## src/shared/iexs_pkg.sv

```systemverilog
// iexs_pkg: constants and types for the instruction execution subset block
// assumes: one 100 MHz clock, synchronous active-low reset
package iexs_pkg;

  // ----------------------------------------------------------------
  // operation codes presented on the op port
  // ----------------------------------------------------------------
  typedef enum logic [4:0] {
    IEXS_OP_NOP     = 5'h00,
    IEXS_OP_BCDADJ  = 5'h01,
    IEXS_OP_DEC     = 5'h02,
    IEXS_OP_DECA    = 5'h03,
    IEXS_OP_INC     = 5'h04,
    IEXS_OP_INCA    = 5'h05,
    IEXS_OP_HALT    = 5'h06,
    IEXS_OP_JMP     = 5'h07,
    IEXS_OP_MOV_AM  = 5'h08,
    IEXS_OP_MOV_AX  = 5'h09,
    IEXS_OP_MOV_MA  = 5'h0A,
    IEXS_OP_OR_AM   = 5'h0B,
    IEXS_OP_OR_AX   = 5'h0C,
    IEXS_OP_ORM     = 5'h0D,
    IEXS_OP_RET     = 5'h0E,
    IEXS_OP_RETV    = 5'h0F,
    IEXS_OP_IRQRET  = 5'h10,
    IEXS_OP_RL      = 5'h11,
    IEXS_OP_RLA     = 5'h12,
    IEXS_OP_RLCM    = 5'h13,
    IEXS_OP_RLCA    = 5'h14
  } iexs_op_t;

  // ----------------------------------------------------------------
  // sequencer states
  // ----------------------------------------------------------------
  typedef enum logic [1:0] {
    IEXS_ST_IDLE   = 2'b00,
    IEXS_ST_RET2   = 2'b01,
    IEXS_ST_HALTED = 2'b10
  } iexs_state_t;

  // ----------------------------------------------------------------
  // widths, positions, reset values
  // ----------------------------------------------------------------
  localparam int PC_W            = 13;
  localparam int MADDR_W         = 8;
  localparam logic [3:0] BCD_MAX = 4'h9;
  localparam logic [3:0] BCD_FIX = 4'h6;
  localparam int IRQ_EN_BIT      = 0;
  localparam logic [PC_W-1:0] PC_RST   = 13'h0000;
  localparam logic [7:0] WREG_RST      = 8'h00;
  localparam logic [7:0] IRQCTL_RST    = 8'h00;
  localparam logic [7:0] WATCHDOG_RST  = 8'h00;
  localparam logic       FLAG_RST      = 1'b0;
  localparam logic [PC_W-1:0] PC_STEP  = 13'h0001;

  // register index map of the software port
  localparam logic [2:0] RIDX_WREG   = 3'h0;
  localparam logic [2:0] RIDX_STATUS = 3'h1;
  localparam logic [2:0] RIDX_IRQCTL = 3'h2;
  localparam logic [2:0] RIDX_PCLO   = 3'h3;
  localparam logic [2:0] RIDX_PCHI   = 3'h4;
  localparam logic [2:0] RIDX_WATCHDOG = 3'h5;
  // status byte field positions
  localparam int ST_CARRY = 0;
  localparam int ST_HALF  = 1;
  localparam int ST_ZERO  = 2;
  localparam int ST_TOUT  = 4;
  localparam int ST_PDOWN = 5;

endpackage : iexs_pkg

```

## src/rtl/iexs_bcd_adj.sv

```systemverilog
// iexs_bcd_adj: combinational decimal adjust of one byte
// assumes: inputs come from the core's own registers
`timescale 1ns/100ps
module iexs_bcd_adj (
  // operand and flags
  input  wire logic [7:0] wreg_val,
  input  wire logic       half_carry_flag,
  input  wire logic       carry_in,
  // adjusted result
  output logic      [7:0] adj_val,
  output logic            carry_out
);
  import iexs_pkg::*;

  logic       interim_nibble_carry;
  logic [3:0] lo_nib;
  logic [4:0] hi_sum;
  logic [3:0] lo_sum;

  always_comb begin
    lo_sum = wreg_val[3:0] + BCD_FIX;
    if ((wreg_val[3:0] > BCD_MAX) || half_carry_flag) begin
      lo_nib               = lo_sum;
      // a set half-carry means the low fix already wrapped once: no second carry up
      interim_nibble_carry = ~half_carry_flag;
    end else begin
      lo_nib               = wreg_val[3:0];
      interim_nibble_carry = 1'b0;
    end
    hi_sum = {1'b0, wreg_val[7:4]} + {4'h0, interim_nibble_carry};
    if ((hi_sum > {1'b0, BCD_MAX}) || carry_in) begin
      adj_val   = {hi_sum[3:0] + BCD_FIX, lo_nib};
      carry_out = 1'b1;
    end else begin
      adj_val   = {hi_sum[3:0], lo_nib};
      carry_out = carry_in;
    end
  end

endmodule // iexs_bcd_adj

```

## src/rtl/iexs_core.sv

```systemverilog
// iexs_core: execution datapath for a subset of an 8-bit core's instructions
// assumes: one op per issue pulse, memory operand valid beside it,
// stack top supplied by the stack block, memory write taken by the RAM
//
// Functional notes
// - low nibble above 9 or half-carry: add 6
// - high nibble plus interim carry, fix and set carry
// - decimal adjust writes memory, only carry changes
// - in-place inc/dec writes memory, zero flag only
// - accumulator inc/dec writes work register, zero only
// - halt stops execution, keeps state, pc plus one
// - halt clears watchdog, sets powerdown, clears timeout
// - jump loads pc bits 0-12 from instruction
// - moves copy bytes, no flags change
// - no-operation only advances pc by one
// - or into register or memory, zero only
// - return reloads pc from stack, two cycles
// - return-with-value loads pc and work register
// - interrupt return reloads pc, sets global enable
// - rotate left, bit 7 into bit 0
// - rotate through carry, carry updated only
`timescale 1ns/100ps
module iexs_core (
  // clock and reset
  input  wire logic                        clk,
  input  wire logic                        rst_n,
  // instruction issue
  input  wire logic                        issue,
  input  wire iexs_pkg::iexs_op_t          op,
  input  wire logic [7:0]                  imm,
  input  wire logic [iexs_pkg::PC_W-1:0]   jump_addr,
  input  wire logic [7:0]                  mem_rdata,
  input  wire logic [iexs_pkg::PC_W-1:0]   stack_top,
  input  wire logic                        wake,
  // issue acceptance
  output logic                             busy,
  // data memory write
  output logic                             mem_we,
  output logic [7:0]                       mem_wdata,
  // core status
  output logic [iexs_pkg::PC_W-1:0]        pc,
  output logic                             stack_pop,
  output logic                             sys_clk_en,
  output logic                             watchdog_clear,
  // software register port
  input  wire logic [2:0]                  reg_addr,
  input  wire logic [7:0]                  reg_wdata,
  input  wire logic                        reg_wr,
  input  wire logic                        reg_rd,
  output logic [7:0]                       reg_rdata
);
  import iexs_pkg::*;

  // ----------------------------------------------------------------
  // state
  // ----------------------------------------------------------------
  iexs_state_t     state_q;
  logic [7:0]      work_register_q;
  logic [PC_W-1:0] pc_q;
  logic            carry_q;
  logic            half_carry_flag_q;
  logic            zero_q;
  logic            powerdown_flag_q;
  logic            timeout_flag_q;
  logic [7:0]      irq_control_reg_q;
  logic [7:0]      watchdog_counter_q;
  logic [7:0]      prescaler_q;
  logic            mem_we_q;
  logic [7:0]      mem_wdata_q;
  logic            stack_pop_q;
  logic            watchdog_clear_q;
  logic [7:0]      reg_rdata_q;

  logic            take;
  logic [7:0]      bcd_val;
  logic            bcd_carry;
  logic [7:0]      res;
  logic            wr_mem;
  logic            wr_acc;
  logic            upd_zero;
  logic            new_carry;
  logic            upd_carry;

  function automatic logic [7:0] rol8(input logic [7:0] v, input logic lsb);
    rol8 = {v[6:0], lsb};
  endfunction

  function automatic logic is_zero(input logic [7:0] v);
    is_zero = (v == 8'h00);
  endfunction

  assign take = issue && (state_q == IEXS_ST_IDLE);

  iexs_bcd_adj u_bcd (
    .wreg_val        (work_register_q),
    .half_carry_flag (half_carry_flag_q),
    .carry_in        (carry_q),
    .adj_val         (bcd_val),
    .carry_out       (bcd_carry)
  );

  // ----------------------------------------------------------------
  // operation decode
  // ----------------------------------------------------------------
  always_comb begin
    res       = work_register_q;
    wr_mem    = 1'b0;
    wr_acc    = 1'b0;
    upd_zero  = 1'b0;
    upd_carry = 1'b0;
    new_carry = carry_q;
    case (op)
      IEXS_OP_BCDADJ: begin
        res = bcd_val; wr_mem = 1'b1; upd_carry = 1'b1; new_carry = bcd_carry;
      end
      IEXS_OP_DEC: begin
        res = mem_rdata - 8'h01; wr_mem = 1'b1; upd_zero = 1'b1;
      end
      IEXS_OP_INC: begin
        res = mem_rdata + 8'h01; wr_mem = 1'b1; upd_zero = 1'b1;
      end
      IEXS_OP_DECA: begin
        res = mem_rdata - 8'h01; wr_acc = 1'b1; upd_zero = 1'b1;
      end
      IEXS_OP_INCA: begin
        res = mem_rdata + 8'h01; wr_acc = 1'b1; upd_zero = 1'b1;
      end
      IEXS_OP_MOV_AM: begin
        res = mem_rdata; wr_acc = 1'b1;
      end
      IEXS_OP_MOV_AX: begin
        res = imm; wr_acc = 1'b1;
      end
      IEXS_OP_MOV_MA: begin
        res = work_register_q; wr_mem = 1'b1;
      end
      IEXS_OP_OR_AM: begin
        res = work_register_q | mem_rdata; wr_acc = 1'b1; upd_zero = 1'b1;
      end
      IEXS_OP_OR_AX: begin
        res = work_register_q | imm; wr_acc = 1'b1; upd_zero = 1'b1;
      end
      IEXS_OP_ORM: begin
        res = work_register_q | mem_rdata; wr_mem = 1'b1; upd_zero = 1'b1;
      end
      IEXS_OP_RETV: begin
        res = imm; wr_acc = 1'b1;
      end
      IEXS_OP_RL: begin
        res = rol8(mem_rdata, mem_rdata[7]); wr_mem = 1'b1;
      end
      IEXS_OP_RLA: begin
        res = rol8(mem_rdata, mem_rdata[7]); wr_acc = 1'b1;
      end
      IEXS_OP_RLCM: begin
        res = rol8(mem_rdata, carry_q); wr_mem = 1'b1;
        upd_carry = 1'b1; new_carry = mem_rdata[7];
      end
      IEXS_OP_RLCA: begin
        res = rol8(mem_rdata, carry_q); wr_acc = 1'b1;
        upd_carry = 1'b1; new_carry = mem_rdata[7];
      end
      default: begin
        res = work_register_q;
      end
    endcase
  end

  // ----------------------------------------------------------------
  // sequencer and program counter
  // ----------------------------------------------------------------
  always_ff @(posedge clk) begin
    if (!rst_n) begin
      state_q     <= IEXS_ST_IDLE;
      pc_q        <= PC_RST;
      stack_pop_q <= 1'b0;
    end else begin
      stack_pop_q <= 1'b0;
      case (state_q)
        IEXS_ST_IDLE: begin
          if (take) begin
            case (op)
              IEXS_OP_JMP: pc_q <= jump_addr;
              IEXS_OP_RET, IEXS_OP_RETV, IEXS_OP_IRQRET: begin
                state_q <= IEXS_ST_RET2;
              end
              IEXS_OP_HALT: begin
                pc_q    <= pc_q + PC_STEP;
                state_q <= IEXS_ST_HALTED;
              end
              default: pc_q <= pc_q + PC_STEP;
            endcase
          end
        end
        IEXS_ST_RET2: begin
          // second machine cycle of every return form
          pc_q        <= stack_top;
          stack_pop_q <= 1'b1;
          state_q     <= IEXS_ST_IDLE;
        end
        IEXS_ST_HALTED: begin
          if (wake) begin
            state_q <= IEXS_ST_IDLE;
          end
        end
        default: state_q <= IEXS_ST_IDLE;
      endcase
    end
  end

  // ----------------------------------------------------------------
  // work register and data memory write
  // ----------------------------------------------------------------
  always_ff @(posedge clk) begin
    if (!rst_n) begin
      work_register_q <= WREG_RST;
      mem_we_q        <= 1'b0;
      mem_wdata_q     <= 8'h00;
    end else begin
      mem_we_q <= take && wr_mem;
      if (take && wr_mem) begin
        mem_wdata_q <= res;
      end
      if (take && wr_acc) begin
        work_register_q <= res;
      end else if (reg_wr && (reg_addr == RIDX_WREG)) begin
        work_register_q <= reg_wdata;
      end
    end
  end

  // ----------------------------------------------------------------
  // status flags; executed ops win over software writes
  // ----------------------------------------------------------------
  always_ff @(posedge clk) begin
    if (!rst_n) begin
      carry_q           <= FLAG_RST;
      half_carry_flag_q <= FLAG_RST;
      zero_q            <= FLAG_RST;
      powerdown_flag_q  <= FLAG_RST;
      timeout_flag_q    <= FLAG_RST;
    end else if (take && (op == IEXS_OP_HALT)) begin
      powerdown_flag_q <= 1'b1;
      timeout_flag_q   <= 1'b0;
    end else if (take && (upd_carry || upd_zero)) begin
      if (upd_carry) begin
        carry_q <= new_carry;
      end
      if (upd_zero) begin
        zero_q <= is_zero(res);
      end
    end else if (reg_wr && (reg_addr == RIDX_STATUS)) begin
      carry_q           <= reg_wdata[ST_CARRY];
      half_carry_flag_q <= reg_wdata[ST_HALF];
      zero_q            <= reg_wdata[ST_ZERO];
      timeout_flag_q    <= reg_wdata[ST_TOUT];
      powerdown_flag_q  <= reg_wdata[ST_PDOWN];
    end
  end

  // ----------------------------------------------------------------
  // interrupt control and watchdog
  // ----------------------------------------------------------------
  always_ff @(posedge clk) begin
    if (!rst_n) begin
      irq_control_reg_q <= IRQCTL_RST;
    end else if (take && (op == IEXS_OP_IRQRET)) begin
      irq_control_reg_q[IRQ_EN_BIT] <= 1'b1;
    end else if (reg_wr && (reg_addr == RIDX_IRQCTL)) begin
      irq_control_reg_q <= reg_wdata;
    end
  end

  // simple model that counts except while halted; the real watchdog sits elsewhere
  always_ff @(posedge clk) begin
    if (!rst_n) begin
      watchdog_counter_q <= WATCHDOG_RST;
      prescaler_q        <= WATCHDOG_RST;
      watchdog_clear_q   <= 1'b0;
    end else begin
      watchdog_clear_q <= take && (op == IEXS_OP_HALT);
      if (take && (op == IEXS_OP_HALT)) begin
        watchdog_counter_q <= WATCHDOG_RST;
        prescaler_q        <= WATCHDOG_RST;
      end else if (state_q != IEXS_ST_HALTED) begin
        prescaler_q <= prescaler_q + 8'h01;
        if (prescaler_q == 8'hFF) begin
          watchdog_counter_q <= watchdog_counter_q + 8'h01;
        end
      end
    end
  end

  // ----------------------------------------------------------------
  // register read port
  // ----------------------------------------------------------------
  always_ff @(posedge clk) begin
    if (!rst_n) begin
      reg_rdata_q <= 8'h00;
    end else if (reg_rd) begin
      case (reg_addr)
        RIDX_WREG:   reg_rdata_q <= work_register_q;
        RIDX_STATUS: reg_rdata_q <= {2'b00, powerdown_flag_q, timeout_flag_q, 1'b0,
                                     zero_q, half_carry_flag_q, carry_q};
        RIDX_IRQCTL: reg_rdata_q <= irq_control_reg_q;
        RIDX_PCLO:   reg_rdata_q <= pc_q[7:0];
        RIDX_PCHI:   reg_rdata_q <= {3'b000, pc_q[PC_W-1:8]};
        RIDX_WATCHDOG: reg_rdata_q <= watchdog_counter_q;
        default:     reg_rdata_q <= 8'h00;
      endcase
    end else begin
      reg_rdata_q <= 8'h00;
    end
  end

  // halted core holds sys_clk_en low until wake; it still samples wake on clk
  assign sys_clk_en = (state_q != IEXS_ST_HALTED);
  assign busy       = (state_q != IEXS_ST_IDLE);
  assign mem_we     = mem_we_q;
  assign mem_wdata  = mem_wdata_q;
  assign pc         = pc_q;
  assign stack_pop  = stack_pop_q;
  assign watchdog_clear = watchdog_clear_q;
  assign reg_rdata  = reg_rdata_q;

endmodule // iexs_core

```

## config.mk

```make
export PLATFORM = sky130hd
export DESIGN_NAME = iexs_core
export DESIGN_NICKNAME = d
export VERILOG_FILES = /design/src/shared/iexs_pkg.sv /design/src/rtl/iexs_bcd_adj.sv /design/src/rtl/iexs_core.sv
export SDC_FILE = /design/constraint.sdc
export NUM_CORES = 1
export LEC_CHECK = 0
export BUFFER_PORTS_ARGS = -buffer_cell sky130_fd_sc_hd__buf_4
export CELL_PAD_IN_SITES_DETAIL_PLACEMENT = 0
export CELL_PAD_IN_SITES_GLOBAL_PLACEMENT = 1
export CORE_MARGIN = 2
export CORE_UTILIZATION = 35
export CTS_BUF_LIST = sky130_fd_sc_hd__clkbuf_4
export CTS_CLUSTER_DIAMETER = 150
export CTS_CLUSTER_SIZE = 20
export DETAILED_ROUTE_END_ITERATION = 16
export PLACE_DENSITY_LB_ADDON = 0.12
export SYNTH_ARGS = -nofsm -noshare
export SYNTH_HDL_FRONTEND = slang
export SYNTH_SLANG_ARGS = --single-unit
```

## constraint.sdc

```tcl
create_clock -name clk -period 2.97 [get_ports clk]
set_input_delay 0.297 -clock clk [delete_from_list [all_inputs] [get_ports clk]]
set_output_delay 0.297 -clock clk [all_outputs]
set_load 0.03 [all_outputs]
```

=== Yosys cells after proc, flatten, opt, wreduce, memory -nomap -nowiden ===
Index checks and enable logic that the tools add are counted.

* Bitwise logic cells: 7
* Reduce and logical (&&, ||, !) cells: 43
* Order comparisons: 2
* Muxes and demuxes: 32
* Equal/unequal tests: 38
* Add/sub/neg operators: 8

{| class="wikitable"
|+ Operators with widths
! operator !! number
|-
| $pmux 8 s9 || 1
|-
| $pmux 13 s2 || 2
|-
| $pmux 8 s6 || 1
|-
| $eq 5x4->1 const B || 8
|-
| $eq 5x5->1 const B || 5
|-
| $add 8x1->8 const B || 3
|-
| $mux 8 || 3
|-
| $eq 5x3->1 const B || 4
|-
| $mux 1 || 18
|-
| $or 8x8->8 || 2
|-
| $ne 2x2->1 const B || 7
|-
| $reduce_or 2->1 || 7
|-
| $reduce_or 7->1 || 2
|-
| $add 13x1->13 const B || 1
|-
| $mux 13 || 1
|-
| $reduce_and 3->1 || 4
|-
| $reduce_bool 2->1 || 6
|-
| $eq 5x2->1 const B || 2
|-
| $reduce_and 2->1 || 5
|-
| $logic_and 1x1->1 || 9
|-
| $reduce_or 9->1 || 1
|-
| $add 4x3->4 const B || 2
|-
| $eq 8x8->1 const B || 1
|-
| $logic_not 8->1 || 1
|-
| other kinds (22) || 34
|}

* Bits of input ports: 64
* Register bits: 71

=== Logic depth before layout (Yosys ltp) ===
* Depth in word-level cells: 11
* Mapped depth: 13
* Gate-level depth less buffers: 12

=== By module ===
From an unflattened synthesis, not the netlist that was laid out.

* Cells, all modules: 622
* Area total of the unflattened synthesis: 4,936.0 µm²

{| class="wikitable"
|+ By module, submodules not included
! module !! times used !! area an instance (µm²) !! cells each !! sequential area each (µm²)
|-
| iexs_core || 1 || 4,639.4 || 577 || 1,421.4
|-
| iexs_bcd_adj || 1 || 296.5 || 45 || 0.0
|}

=== Worst setup path before layout ===
Ideal clock, no wire load.

* Path type: input -> register
* From: in op[3]
* To: reg zero_q
* Arrival: 2.799 ns
* Path slack: 0.086 ns
* Library setup time: 0.084 ns
* Required time: 2.886 ns
* Cell stages on the path: 12
* Path through: buf_2 > buf_2 > and2b_1 > nand3_1 > ha_1 > o21ai_0 > o21a_1 > o31ai_1 > xor2_1 > a211oi_1 > o21ai_0 > o31ai_2

* Word-level cells in the longest chain between the ends: 7
* Elaborated cells on any way between the ends: 37
* Those cells by class: eq/ne: 17; mux: 5; bitwise: 1; reduce/logical: 14

{| class="wikitable"
|+ RTL lines
! item !! RTL line !! text
|-
| start, declared || iexs_core.sv:29 || <nowiki>input wire iexs_pkg::iexs_op_t op,</nowiki>
|-
| branches (longest 7 deep; another with $pmux 8 s9) || -- ||
|-
| end signal, assigned || iexs_core.sv:250 || <nowiki>zero_q <= is_zero(res);</nowiki>
|-
| end signal, assigned || iexs_core.sv:255 || <nowiki>zero_q <= reg_wdata[ST_ZERO];</nowiki>
|-
| end, declared || iexs_core.sv:62 || <nowiki>logic zero_q;</nowiki>
|}

Several ways; the timed one is not identified. The select of a mux whose other input is x is not followed.
A chain may end at the register's enable or synchronous reset.

=== Worst setup path after layout ===
* From: reg half_carry_flag_q
* To: reg zero_q

* Word-level cells in the longest chain between the ends: 10
* Elaborated cells on any way between the ends: 13
* Those cells by class: add/sub: 2; order compare: 1; mux: 6; bitwise: 1; reduce/logical: 3

{| class="wikitable"
|+ RTL lines
! item !! RTL line !! text
|-
| start, declared || iexs_core.sv:61 || <nowiki>logic half_carry_flag_q;</nowiki>
|-
| start signal, assigned || iexs_core.sv:254 || <nowiki>half_carry_flag_q <= reg_wdata[ST_HALF];</nowiki>
|-
| $logic_or 1x1->1 or $not 1->1 (tied branches) || iexs_bcd_adj.sv:22, iexs_bcd_adj.sv:25 ||
|-
| $mux 1 || iexs_bcd_adj.sv:22 || <nowiki>if ((wreg_val[3:0] > BCD_MAX) || half_carry_flag) begin</nowiki>
|-
| $add 4x1->5 || iexs_bcd_adj.sv:30 || <nowiki>hi_sum = {1'b0, wreg_val[7:4]} + {4'h0, interim_nibble_carry};</nowiki>
|-
| $gt 5x4->1 || iexs_bcd_adj.sv:31 || <nowiki>if ((hi_sum > {1'b0, BCD_MAX}) || carry_in) begin</nowiki>
|-
| $logic_or 1x1->1 || iexs_bcd_adj.sv:31 ||
|-
| $mux 8 (*) || iexs_bcd_adj.sv:31 ||
|-
| $pmux 8 s9 (*) || iexs_core.sv:112 || <nowiki>case (op)</nowiki>
|-
| $logic_not 8->1 (*) || iexs_core.sv:89 || <nowiki>is_zero = (v == 8'h00);</nowiki>
|-
| $mux 1 (*) || iexs_core.sv:249 || <nowiki>if (upd_zero) begin</nowiki>
|-
| $mux 1 (*) || iexs_core.sv:245 || <nowiki>end else if (take && (upd_carry || upd_zero)) begin</nowiki>
|}

Mark *: on every way between the ends. The rest lies on a longest branch, timed or not. The select of a mux whose other input is x is not followed.

==> summary.txt <==
Clock tree
  – Hold buffer count at cts: 0
  – CTS root buf: clkbuf_4
  – CTS buffer count: 9
  – CTS tree: done
  – H-Tree Depth: 3
  – Post-CTS Setup Repair Bufs: 0
  – Reg clk slew, reported paths: 130 ps
  – Cts repair resizes: 0
  – Deepest clock path buffer count: 2
  – CTS Sinks: just over 70
  – Clk_lat worst skew: ~430 ps

Routing
  – Final WL: around 16,000 um
  – Initial drt markers: between 200 and 300
  – First-pass iteration count of the detailed router: 5
  – DRC: 0
  – WL/cell: approximately 18 um
  – Final ANT Viol Nets: 0
  – Vias per cell: 5.48
  – Vias: just under 5,000

Synth
  – Top FF cell, synth: dfxtp_1
  – Post-synth ARST share: 0
  – Syn Area/Cell: between 7 and 8 um^2
  – Syn nets: about 700
  – Yosys warning count: 0
  – Cells after synthesis: 623
  – EDFF count, synth: 0
  – Library cells used by synthesis: 75
  – Mapped cell area: 4890 um^2
  – Seq/Total Area, Yosys: 0.290
  – Synth Register Bits: approximately 70

Power and ir drop
  – Switch share: 0.342
  – PwrDens: ~390 nW/um^2
  – VDD IR-drop max: roughly 150 uV
  – Leak pwr: between 2 and 2.5 nW
  – Internal Pwr Total: 1.53 mW
  – Combinational share of power: 0.271
  – NetSw: 0.798 mW
  – Share of power burned in registers: 0.449
  – Clock Power Share: 0.280

Finish
  – Filler Cells Inserted: between 1,000 and 1,500
  – Register Area: 1420 um^2
  – Share of layout cells above drive strength 1: 0.228
  – Area Overhead vs Synth: 23.2%
  – Commonest non-fill, non-tap cells in the layout: buf_4, nor2_1, dfxtp_1, a21oi_1, nand2_1
  – Multi-input logic area: about 3200 um^2
  – Fin area: 6030 um^2
  – Commonest non-fill, non-tap cell in the layout: buf_4
  – Final nets: 797
  – Post-Layout Cell Count: 905

GRT
  – Initial antenna violation count: 0
  – Gr ovfl total: 0
  – Vias in the first global route: roughly 4,800
  – Largest net degree at the start of global routing: 33
  – First-pass GRT wire length: between 20,000 and 30,000 um
  – Gr usage total: 0.215

Placement
  – Worst slack, placed: about 110 ps
  – Post-placement cell count: just under 900
  – DP Area: a little under 6000 um^2
  – Hpwl dp: approximately 12,000 um
  – Placer congestion estimate: ~0.83
  – Port bufs: between 90 and 100

Die
  – Die width: approximately 120 um
  – Die area: 14,900 um^2
  – Row count: 43
  – Die H: 122 um
  – IO Count: between 90 and 100
  – Starting density of the core: 0.355
  – Core area: between 10,000 and 15,000 um^2

Critical path
  – Worst EP arrival: approximately 3100 ps
  – Setup CP Type: flop to flop
  – CP endpoint kind: flop
  – CP Data Required Time: ~3300 ps
  – CP Launch Type: flop
  – Critical Path Fanout Max: 9

STA
  – Fmax: ~0.37 GHz
  – Minimum clock period: between 2000 and 3000 ps
  – Setup violators final: 0
  – Tcrit/Tclk final: 0.902
  – Final worst setup slack: a little under 300 ps
  – Final setup skew: 23.5 ps
  – Final Hold Violating Endpoints: 0
  – Worst-Margin Slew: approximately 980 ps
  – Rel. slew slack: 0.349
  – Setup tns final: 0 ps
  – RSZ-0062 raised after global routing: false
  – Slew Limit Fails: 0

Outcome
  – Outcome: finished clean

Hold path
  – Hold WC Path Type: input port to flop

Run
  – Max_cap viols: 0
## critical path: stages, from the launching register on
cell and delay, ps:
dfxtp_2 400, nor3b_2 220, ha_1 190, ha_1 190
xor2_1 210, inv_1 80, ha_1 230, o31a_1 350
xnor2_1 160, a221oi_2 280, o21ai_0 140, o31ai_2 180
## final timing paths
check	start	to	slack [ps]	depth (start not counted)
max	half_carry_flag_q$_SDFFE_PN0P_	zero_q$_SDFFE_PN0P_	290	11
min	reg_wdata[7]	irq_control_reg_q[7]$_SDFFE_PN0P_	100	3
max reg2reg	half_carry_flag_q$_SDFFE_PN0P_	zero_q$_SDFFE_PN0P_	290	11
min reg2reg	mem_wdata[1]$_SDFFE_PN0P_	mem_wdata[1]$_SDFFE_PN0P_	510	2
## cell type report
class                   count  share of cell area
diodes                      1            0.000415
clock buffers              10              0.0125
clock inverters             6              0.0114
inverters                  17              0.0106
multi-input cells         495               0.536
flip-flops and latches     71               0.236
well taps                 180              0.0374
repair buffers            125               0.156
## synth_stat cells, drive strengths merged (8+ instances only)
cell / instances / share of area
a21oi: 43 / 0.044
clkbuf: 26 / 0.020
mux2: 8 / 0.018
nand4: 13 / 0.017
and3: 11 / 0.014
nor2b: 14 / 0.018
nand2b: 10 / 0.013
mux2i: 23 / 0.047
dfxtp: 71 / 0.29
nor2: 88 / 0.068
a211oi: 31 / 0.049
nand3: 19 / 0.019
o21ai: 33 / 0.034
xnor2: 17 / 0.030
ha: 13 / 0.033
xor2: 19 / 0.034
a22oi: 10 / 0.015
nor3: 14 / 0.014
inv: 15 / 0.012
buf: 14 / 0.018
nand2: 37 / 0.029
## flip-flops by register name (all words and copies together) (netlist names)
| register | count |
|---|---|
| state_q | 2 |
| half_carry_flag_q | 1 |
| mem_we | 1 |
| powerdown_flag_q | 1 |
| irq_control_reg_q | 8 |
| prescaler_q | 8 |
| pc | 13 |
| carry_q | 1 |
| work_register_q | 8 |
| watchdog_counter_q | 8 |
| reg_rdata | 8 |
| watchdog_clear | 1 |
| timeout_flag_q | 1 |
| stack_pop | 1 |
| zero_q | 1 |
| mem_wdata | 8 |
## kinds of logic after synthesis
logic type      after synthesis  synth area share
xor+xnor                     36            0.0644
fa+ha+maj                    14            0.0373
mux                          32            0.0701
compound gates              181             0.253
flops                        71             0.290
simple gates                232             0.233
buf+inv                      57            0.0511
## stage by stage
step | hold slack, ps | utilization | power [mW]
after floorplan | 444 | - | 1.45
after CTS | 80.5 | 0.437 | 2.35
after global placement | 470 | 0.426 | 1.69
after global routing | 88.4 | 0.438 | 2.45
after detailed placement | 484 | 0.426 | 1.70
final | 104 | 0.438 | 2.33
## power by group through the flow
| stage | Clock [mW] | Combinational (mW) | Sequential (mW) |
|---|---|---|---|
| CTS | 0.670 | 0.631 | 1.05 |
| global route | 0.702 | 0.698 | 1.05 |
| finish | 0.652 | 0.632 | 1.05 |
| detailed placement | 0 | 0.628 | 1.07 |
| global placement | 0 | 0.622 | 1.07 |
| floorplan | 0 | 0.358 | 1.09 |
## per-layer routing
layer	vias up	wire [um]	global-route usage
met5	-	0	0
met4	0	178	0.0560
met3	13	716	0.0270
met2	121	7630	0.367
met1	2343	7360	0.287
li1	2486	-	-
(Power assumes the default switching activity.)
